==> config.mk <==
export PLATFORM = sky130hd
export DESIGN_NAME = cpu_register_set
export DESIGN_NICKNAME = d
export VERILOG_FILES = /design/src/cpu_register_set_pkg.sv /design/src/cpu_register_set.sv
export SDC_FILE = /design/constraint.sdc
export NUM_CORES = 1
export LEC_CHECK = 0
export BUFFER_PORTS_ARGS = -buffer_cell sky130_fd_sc_hd__clkbuf_2
export CAP_MARGIN = 20
export CORE_AREA = 2 2 139 141
export CTS_CLUSTER_DIAMETER = 200
export DETAILED_ROUTE_END_ITERATION = 7
export DIE_AREA = 0 0 141 143
export PLACE_DENSITY = 0.73
export SYNTH_ARGS = -nofsm -noshare
export SYNTH_HDL_FRONTEND = slang
export SYNTH_SLANG_ARGS = --single-unit
==> constraint.sdc <==
create_clock -name sys_clk -period 11.4 [get_ports sys_clk]
set_input_delay 0.57 -clock sys_clk [delete_from_list [all_inputs] [get_ports sys_clk]]
set_output_delay 0.57 -clock sys_clk [all_outputs]
set_load 0.02 [all_outputs]
==> src/cpu_register_set_pkg.sv <==
// Shared types and constants for the processor register set
//
// Functional notes
// - External interrupt vector table base register provided.
// - Separate internal interrupt vector base register.
// - Byte accumulator; word accumulator or index substitutes.
// - Flags reachable only through stack push/pop.
// - Four spare flag bits stored and returned.
// - Operations update flags; jumps test them.
// - Pointer registers hold 16-bit logical addresses.
// - Stack pointer register for linkage and storage.
// - Accumulator-flags exchange swaps with alternate copy.
// - Bank exchange swaps three pairs at once.
// - Priority history: four 2-bit fields.
// - Four priority levels in each field.
package cpu_register_set_pkg;

  localparam int BYTE_W      = 8;
  localparam int WORD_W      = 16;
  localparam int LEVEL_W     = 2;
  localparam int HIST_FIELDS = 4;

  // Flag bit positions; bits 5, 4, 3 and 1 are spare
  localparam int FLAG_SIGN  = 7;
  localparam int FLAG_ZERO  = 6;
  localparam int FLAG_OVFL  = 2;
  localparam int FLAG_CARRY = 0;
  localparam logic [7:0] FLAG_SPARE_MASK = 8'h3A;

  localparam logic [7:0]  ACC_RESET   = 8'h00;
  localparam logic [7:0]  FLAGS_RESET = 8'h00;
  localparam logic [15:0] WORD_RESET  = 16'h0000;
  localparam logic [15:0] SP_RESET    = 16'h0000;
  localparam logic [7:0]  VEC_RESET   = 8'h00;
  localparam logic [7:0]  HIST_RESET  = 8'hFF;

  typedef enum logic [3:0] {
    OP_NONE       = 4'h0,
    OP_WRITE      = 4'h1,
    OP_SWAP_AF    = 4'h2,
    OP_SWAP_BANK  = 4'h3,
    OP_STACK_SAVE_ACCUM_FLAGS    = 4'h4,
    OP_STACK_LOAD_ACCUM_FLAGS     = 4'h5,
    OP_ALU_FLAGS  = 4'h6,
    OP_PRI_RAISE  = 4'h7,
    OP_PRI_RESTORE = 4'h8
  } op_e;

  typedef enum logic [3:0] {
    SEL_ACCUM          = 4'h0,
    SEL_WIDE_ACCUM     = 4'h1,
    SEL_PAIR_SECOND    = 4'h2,
    SEL_PAIR_THIRD     = 4'h3,
    SEL_INDEX_FIRST    = 4'h4,
    SEL_INDEX_SECOND   = 4'h5,
    SEL_STACK_POINTER  = 4'h6,
    SEL_EXT_VEC        = 4'h7,
    SEL_INT_VEC        = 4'h8,
    SEL_PRI_HIST       = 4'h9
  } reg_sel_e;

  typedef enum logic [2:0] {
    CC_NZ = 3'h0,
    CC_Z  = 3'h1,
    CC_NC = 3'h2,
    CC_C  = 3'h3,
    CC_NV = 3'h4,
    CC_V  = 3'h5,
    CC_P  = 3'h6,
    CC_M  = 3'h7
  } cond_e;

  typedef struct packed {
    op_e                op;
    reg_sel_e           sel;
    logic [15:0]        data;
    logic [7:0]         flag_mask;
    logic [7:0]         flag_value;
    logic [LEVEL_W-1:0] level;
    cond_e              cond;
  } cmd_s;

  typedef struct packed {
    logic [7:0]  accum;
    logic [15:0] wide_accumulator;
    logic [15:0] pair_second;
    logic [15:0] pair_third;
    logic [15:0] index_first;
    logic [15:0] index_second;
    logic [15:0] stack_pointer;
    logic [7:0]  external_vector_base;
    logic [7:0]  internal_vector_base;
    logic [7:0]  priority_history;
  } regs_s;

endpackage

==> src/cpu_register_set.sv <==
// Architectural register set with alternate bank and priority history
`timescale 1ns/100ps
module cpu_register_set
(
  input  wire logic                        sys_clk,
  input  wire logic                        rst,
  input  wire cpu_register_set_pkg::cmd_s  cmd,
  output wire cpu_register_set_pkg::regs_s regs,
  output wire logic [15:0]                 stack_word,
  output wire logic                        cond_true
);
  import cpu_register_set_pkg::*;

  // Primary and alternate bank state
  logic [7:0]  accum_reg,       accum_next;
  logic [7:0]  flags_reg,       flags_next;
  logic [7:0]  alt_accum_reg,   alt_accum_next;
  logic [7:0]  alt_flags_reg,   alt_flags_next;
  logic [15:0] wide_reg,        wide_next;
  logic [15:0] second_reg,      second_next;
  logic [15:0] third_reg,       third_next;
  logic [15:0] alt_wide_reg,    alt_wide_next;
  logic [15:0] alt_second_reg,  alt_second_next;
  logic [15:0] alt_third_reg,   alt_third_next;
  logic [15:0] index_a_reg,     index_a_next;
  logic [15:0] index_b_reg,     index_b_next;
  logic [15:0] sp_reg,          sp_next;
  logic [7:0]  ext_vec_reg,     ext_vec_next;
  logic [7:0]  int_vec_reg,     int_vec_next;
  logic [7:0]  hist_reg,        hist_next;
  logic [15:0] stack_word_reg,  stack_word_next;
  logic        cond_true_reg,   cond_true_next;

  function automatic logic cond_eval(input cond_e cc, input logic [7:0] f);
    logic r;
    r = 1'b0;
    case (cc)
      CC_NZ:   r = ~f[FLAG_ZERO];
      CC_Z:    r = f[FLAG_ZERO];
      CC_NC:   r = ~f[FLAG_CARRY];
      CC_C:    r = f[FLAG_CARRY];
      CC_NV:   r = ~f[FLAG_OVFL];
      CC_V:    r = f[FLAG_OVFL];
      CC_P:    r = ~f[FLAG_SIGN];
      CC_M:    r = f[FLAG_SIGN];
      default: r = 1'b0;
    endcase
    return r;
  endfunction

  always_comb
  begin
    accum_next      = accum_reg;
    flags_next      = flags_reg;
    alt_accum_next  = alt_accum_reg;
    alt_flags_next  = alt_flags_reg;
    wide_next       = wide_reg;
    second_next     = second_reg;
    third_next      = third_reg;
    alt_wide_next   = alt_wide_reg;
    alt_second_next = alt_second_reg;
    alt_third_next  = alt_third_reg;
    index_a_next    = index_a_reg;
    index_b_next    = index_b_reg;
    sp_next         = sp_reg;
    ext_vec_next    = ext_vec_reg;
    int_vec_next    = int_vec_reg;
    hist_next       = hist_reg;
    stack_word_next = stack_word_reg;
    cond_true_next  = cond_eval(cmd.cond, flags_reg);
    case (cmd.op)
      OP_WRITE:
      begin
        case (cmd.sel)
          SEL_ACCUM:         accum_next   = cmd.data[7:0];
          SEL_WIDE_ACCUM:    wide_next    = cmd.data;
          SEL_PAIR_SECOND:   second_next  = cmd.data;
          SEL_PAIR_THIRD:    third_next   = cmd.data;
          SEL_INDEX_FIRST:   index_a_next = cmd.data;
          SEL_INDEX_SECOND:  index_b_next = cmd.data;
          SEL_STACK_POINTER: sp_next      = cmd.data;
          SEL_EXT_VEC:       ext_vec_next = cmd.data[7:0];
          SEL_INT_VEC:       int_vec_next = cmd.data[7:0];
          SEL_PRI_HIST:      hist_next    = cmd.data[7:0];
          default:           accum_next   = accum_reg;
        endcase
      end
      OP_SWAP_AF:
      begin
        accum_next     = alt_accum_reg;
        flags_next     = alt_flags_reg;
        alt_accum_next = accum_reg;
        alt_flags_next = flags_reg;
      end
      OP_SWAP_BANK:
      begin
        wide_next       = alt_wide_reg;
        second_next     = alt_second_reg;
        third_next      = alt_third_reg;
        alt_wide_next   = wide_reg;
        alt_second_next = second_reg;
        alt_third_next  = third_reg;
      end
      OP_STACK_SAVE_ACCUM_FLAGS:
      begin
        stack_word_next = {accum_reg, flags_reg};
      end
      OP_STACK_LOAD_ACCUM_FLAGS:
      begin
        accum_next = cmd.data[15:8];
        flags_next = cmd.data[7:0];
      end
      OP_ALU_FLAGS:
      begin
        flags_next = (flags_reg & ~cmd.flag_mask) | (cmd.flag_value & cmd.flag_mask);
      end
      OP_PRI_RAISE:
      begin
        // push new level in low field
        hist_next = {hist_reg[7-LEVEL_W:0], cmd.level};
      end
      OP_PRI_RESTORE:
      begin
        // restore earlier level; newest (low) field recirculates to the top
        hist_next = {hist_reg[LEVEL_W-1:0], hist_reg[7:LEVEL_W]};
      end
      default:
      begin
        accum_next = accum_reg;
      end
    endcase
  end

  always_ff @(posedge sys_clk or posedge rst)
  begin
    if (rst)
    begin
      accum_reg      <= ACC_RESET;
      flags_reg      <= FLAGS_RESET;
      alt_accum_reg  <= ACC_RESET;
      alt_flags_reg  <= FLAGS_RESET;
      wide_reg       <= WORD_RESET;
      second_reg     <= WORD_RESET;
      third_reg      <= WORD_RESET;
      alt_wide_reg   <= WORD_RESET;
      alt_second_reg <= WORD_RESET;
      alt_third_reg  <= WORD_RESET;
      index_a_reg    <= WORD_RESET;
      index_b_reg    <= WORD_RESET;
      sp_reg         <= SP_RESET;
      ext_vec_reg    <= VEC_RESET;
      int_vec_reg    <= VEC_RESET;
      hist_reg       <= HIST_RESET;
      stack_word_reg <= WORD_RESET;
      cond_true_reg  <= 1'b0;
    end
    else
    begin
      accum_reg      <= accum_next;
      flags_reg      <= flags_next;
      alt_accum_reg  <= alt_accum_next;
      alt_flags_reg  <= alt_flags_next;
      wide_reg       <= wide_next;
      second_reg     <= second_next;
      third_reg      <= third_next;
      alt_wide_reg   <= alt_wide_next;
      alt_second_reg <= alt_second_next;
      alt_third_reg  <= alt_third_next;
      index_a_reg    <= index_a_next;
      index_b_reg    <= index_b_next;
      sp_reg         <= sp_next;
      ext_vec_reg    <= ext_vec_next;
      int_vec_reg    <= int_vec_next;
      hist_reg       <= hist_next;
      stack_word_reg <= stack_word_next;
      cond_true_reg  <= cond_true_next;
    end
  end

  // Flags and alternate bank are deliberately absent from the regs output
  // Whole-struct assignment; member-wise drives of a net are not taken by every tool
  assign regs = '{
    accum:                accum_reg,
    wide_accumulator:     wide_reg,
    pair_second:          second_reg,
    pair_third:           third_reg,
    index_first:          index_a_reg,
    index_second:         index_b_reg,
    stack_pointer:        sp_reg,
    external_vector_base: ext_vec_reg,
    internal_vector_base: int_vec_reg,
    priority_history:     hist_reg
  };
  assign stack_word                = stack_word_reg;
  assign cond_true                 = cond_true_reg;
endmodule

Yosys cells after proc, flatten, opt, wreduce, memory -nomap -nowiden
Cells that the tools add are included.
{"block": "op_classes", "add_sub_neg": 0, "n_mul": 0, "n_div": 0, "magnitude_cmp": 0, "n_eq_ne": 29, "n_shift": 0, "muxes": 12, "n_bitwise": 8, "reduce_logical": 16}
{"cell": "$pmux W16 S2", "n": 3}
{"cell": "$pmux W8 S3", "n": 3}
{"cell": "$mux W16", "n": 3}
{"cell": "$eq A4 B3 Y1 const B", "n": 8}
{"cell": "$reduce_and A2 Y1", "n": 10}
{"cell": "$and A8 B8 Y8", "n": 2}
{"cell": "$eq A4 B2 Y1 const B", "n": 4}
{"cell": "$mux W8", "n": 2}
{"cell": "$eq A3 B3 Y1 const B", "n": 4}
{"cell": "$eq A4 B4 Y1 const B", "n": 3}
{"cell": "$reduce_bool A3 Y1", "n": 3}
{"cell": "$eq A4 B1 Y1 const B", "n": 2}
{"cell": "$ne A2 B1 Y1 const B", "n": 4}
{"cell": "$not A8 Y8", "n": 1}
{"cell": "$or A8 B8 Y8", "n": 1}
{"cell": "$pmux W1 S8", "n": 1}
{"cell": "$eq A3 B2 Y1 const B", "n": 2}
{"cell": "$logic_not A4 Y1", "n": 1}
{"cell": "$not A1 Y1", "n": 4}
{"cell": "$eq A3 B1 Y1 const B", "n": 1}
{"cell": "$logic_not A3 Y1", "n": 1}
{"cell": "$ne A2 B2 Y1 const B", "n": 1}
{"cell": "$reduce_bool A2 Y1", "n": 1}
{"block": "word_totals", "regBits": 217, "latchBits": 0, "mem_bits_rw": 0, "romBits": 0, "in_bits": 47, "output_inout_bits": 145, "word_cells": 83, "mem_count": 0}

Longest topological paths before layout
{"block": "depth", "word_depth": 4, "mapped_depth": 7, "ltp_nobuf": 4}

Least setup slack after synthesis
Ideal clock, no wire load.
{"block": "synth_path", "kind": "input to register", "startpoint": "in cmd[44] in the netlist's numbering", "endpoint": "reg index_a_reg[8]", "setup_ns": 0.125, "arrival_time_ns": 2.124, "path_slack_ns": 9.151, "path_stages": 6, "n_path_buf": 2, "cell_sequence": "buf_6 > nor4b_4 > nand2b_4 > nor3b_4 > buf_6 > mux2_2"}
{"block": "synth_between", "elab_chain_len": 2}
{"element": "from (decl)", "line_no": "cpu_register_set.sv:7", "source": "input wire cpu_register_set_pkg::cmd_s cmd,"}
{"element": "$eq A4 B1 Y1", "line_no": "cpu_register_set.sv:71", "source": "case (cmd.op)"}
{"element": "$reduce_and A2 Y1 (no source line)"}
{"element": "to (signal assigned)", "line_no": "cpu_register_set.sv:169", "source": "index_a_reg <= index_a_next;"}
{"element": "to (decl)", "line_no": "cpu_register_set.sv:25", "source": "logic [15:0] index_a_reg, index_a_next;"}
No other way between the ends.
A chain may end at the register's enable or synchronous reset.

Worst setup path after layout
{"block": "layout_path", "startpoint": "in cmd[44] in the netlist's numbering", "endpoint": "reg index_a_reg[6]"}
Same word-level chain as after synthesis.

==> flow_metrics.py <==
metrics = {
    "layout": {
        "nets": 915,
        "fillers": 1481,
        "fin_util": 0.594,
        "multi_input_area_mm2": 0.00358,
        "mostFrequentLayoutCells": "dfrtp_1 (209), clkbuf_2 (191), mux2_2 (144)",
        "seq_area_mm2": 0.00544,
        "flow.area_growth_from_synthesis_pct": 19.7,
        "diodes": 0,
        "drive_gt1_frac": 0.458,
        "layout_commonest_cell": "dfrtp_1",
    },
    "yosys": {
        "synth_cell_types": 41,
        "syn_area_mm2": 0.00922,
        "async_flop_share": 1.00,
        "synth_nets": 738,
        "synthCells": 691,
        "seq_area_frac_synth": 0.590,
        "synth-seq-cells": 217,
        "synth-edff-count": 0,
        "yosysWarnings": 0,
        "yosys_most_used_dff": "dfrtp_1",
        "syn_area_per_cell_um2": 13.3,
    },
    "cts": {
        "cts_buffers": 23,
        "cts_htree_levels": 1,
        "cts-root-buf": "clkbuf_16",
        "cts_tree": "yes",
        "cts_buffer_depth": 3,
        "cts_resized": 0,
        "clk_latency_ns": 0.50,
        "hold_buffers": 0,
        "cts_setup_buffers": 0,
        "clock-sinks": 217,
        "clk_pin_slew_worst_paths_ns": 0.06,
    },
    "die": {
        "start_util": 0.496,
        "boundaryPins": 192,
        "row_count": 50,
        "die_h_um": 143,
        "die_area_mm2": 0.0202,
        "die_width_um": 141,
        "core_mm2": 0.0186,
    },
    "critical_path": {
        "worst_setup_path_start_kind": "input port",
        "crit_type": "in2reg",
        "r2r-start": "flags_reg[0]$_DFFE_PP0P_",
        "crit_arrival_ns": 2.91,
        "cp.required_ns": 11.77,
        "endpoint_kind": "flop",
        "reg2reg_to": "flags_reg[0]$_DFFE_PP0P_",
        "ff2ff_setup_slack_ns": 10.18,
        "reg2reg_depth": 4,
        "path_max_fanout": 25,
    },
    "global_route": {
        "first_global_vias": 5964,
        "grt.overflow.total": 0,
        "grt_pass1_wl_mm": 34.0,
        "grt_max_degree": 141,
        "antenna_found_initial": 0,
        "grt_usage": 0.216,
    },
    "sta": {
        "hold_viol_final": 0,
        "finalSetupViolations": 0,
        "fmax_mhz": 394,
        "fin_crit_sh": 0.223,
        "rsz0062_at_grt": "false",
        "tightest_slew_ns": 0.991,
        "finClkSkew_ns": 0.00842,
        "tns_ns": 0,
        "finalCriticalPeriod_ns": 2.54,
        "slew_violations": 0,
        "slew_headroom": 0.339,
    },
    "routing": {
        "wire_per_inst_um": 19.6,
        "route.detailed.drc": 0,
        "drtIter0Drc": 386,
        "viasPerCell": 5.51,
        "num_vias": 6153,
        "routed_wl_mm": 21.9,
        "firstDrtPassIters": 4,
        "ant_nets": 0,
    },
    "placed_design": {
        "dpl.hpwl_mm": 14.7,
        "gp_congestion": 0.790,
        "io_buffers": 191,
    },
    "power_and_ir_drop": {
        "vdd_drop_max_uv": 99.6,
        "power_leakage_uw": 0.00573,
        "p_per_area_mw_per_mm2": 181,
    },
    "flow_run": {
        "maxCapViolations": 0,
    },
    "status": {
        "status": "finished, final reports clean",
    },
    "min_path": {
        "hp-class": "in2async",
    },
}
[where the power goes]
| group | switching, uW | total [uW] | internal (uW) |
|---|---|---|---|
| logic | 201 | 345 | 144 |
| clock network | 286 | 689 | 403 |
| registers | 73.8 | 960 | 886 |
| total | 561 | 1990 | 1430 |
[layer usage]
| layer | global-route usage | part of all wire | vias up |
|---|---|---|---|
| li1 | - | - | 2835 |
| met1 | 0.295 | 0.44 | 3111 |
| met2 | 0.346 | 0.47 | 173 |
| met3 | 0.0543 | 0.071 | 34 |
| met4 | 0.0579 | 0.020 | 0 |
| met5 | 0 | 0 | - |
[layout make-up]
class,instances,share of cell area
Clock buffer,34,0.0604
Timing Repair Buffer,198,0.0921
Tap cell,234,0.0265
Multi-Input combinational cell,427,0.324
Inverter,1,0.00102
Clock inverter,6,0.00272
Sequential cell,217,0.493
[stage by stage]
step	area (um^2)	total power (uW)	setup WS, ns	hold WS, ns	cells
after floorplan	9220	1180	4.91	0.446	691
after global placement	10300	1310	8.41	0.453	1076
after detailed placement	10300	1320	8.33	0.462	1076
after CTS	11000	2010	8.86	0.262	1116
after global routing	11000	2090	8.68	0.260	1117
final	11000	1990	8.86	0.230	1117
[cell families after synthesis]
logic type             Yosys count  synth area share
buffers and inverters           47            0.0236
flip-flops                     217             0.590
multiplexers                   201             0.239
XOR/XNOR                         1          0.000950
AO/OA/AOI/OAI                  122            0.0826
AND/OR/NAND/NOR                103            0.0636
[worst max path at each step]
stage / startpoint / endpoint / cells after the start / slack [ns]
floorplan: rst / accum_reg[0]$_DFFE_PP0P_ / 1 / 4.91
global placement: cmd[44] / sp_reg[3]$_DFFE_PP0P_ / 5 / 8.41
detailed placement: cmd[44] / sp_reg[15]$_DFFE_PP0P_ / 5 / 8.33
CTS: cmd[44] / sp_reg[1]$_DFFE_PP0P_ / 5 / 8.86
global route: cmd[44] / sp_reg[15]$_DFFE_PP0P_ / 5 / 8.68
finish: cmd[44] / index_a_reg[6]$_DFFE_PP0P_ / 5 / 8.86
[synthesized netlist by cell type (all sizes together), types with 2 or more instances]
cell type / count / area share
dfrtp: 209 / 0.57
mux2: 144 / 0.18
o21ai: 73 / 0.040
mux2i: 56 / 0.061
nand2: 54 / 0.022
clkbuf: 28 / 0.011
a2bb2oi: 23 / 0.022
buf: 18 / 0.012
nor2: 16 / 0.0071
a22oi: 14 / 0.011
dfstp: 8 / 0.023
a211oi: 7 / 0.0057
or2: 6 / 0.0041
nor4b: 4 / 0.0084
nand2b: 3 / 0.0028
nand3: 3 / 0.0016
nand4b: 3 / 0.0029
nor2b: 3 / 0.0020
a21o: 2 / 0.0016
nand4: 2 / 0.0020
nor3: 2 / 0.0022
nor3b: 2 / 0.0034
[worst max-delay path, cell delays in order]
cell,delay (ns)
clkbuf_2,0.35
nor4b_4,0.66
nand2b_4,0.14
nor3b_4,0.75
mux2_2,0.42
Note: power is estimated with default switching activity, not from simulation.
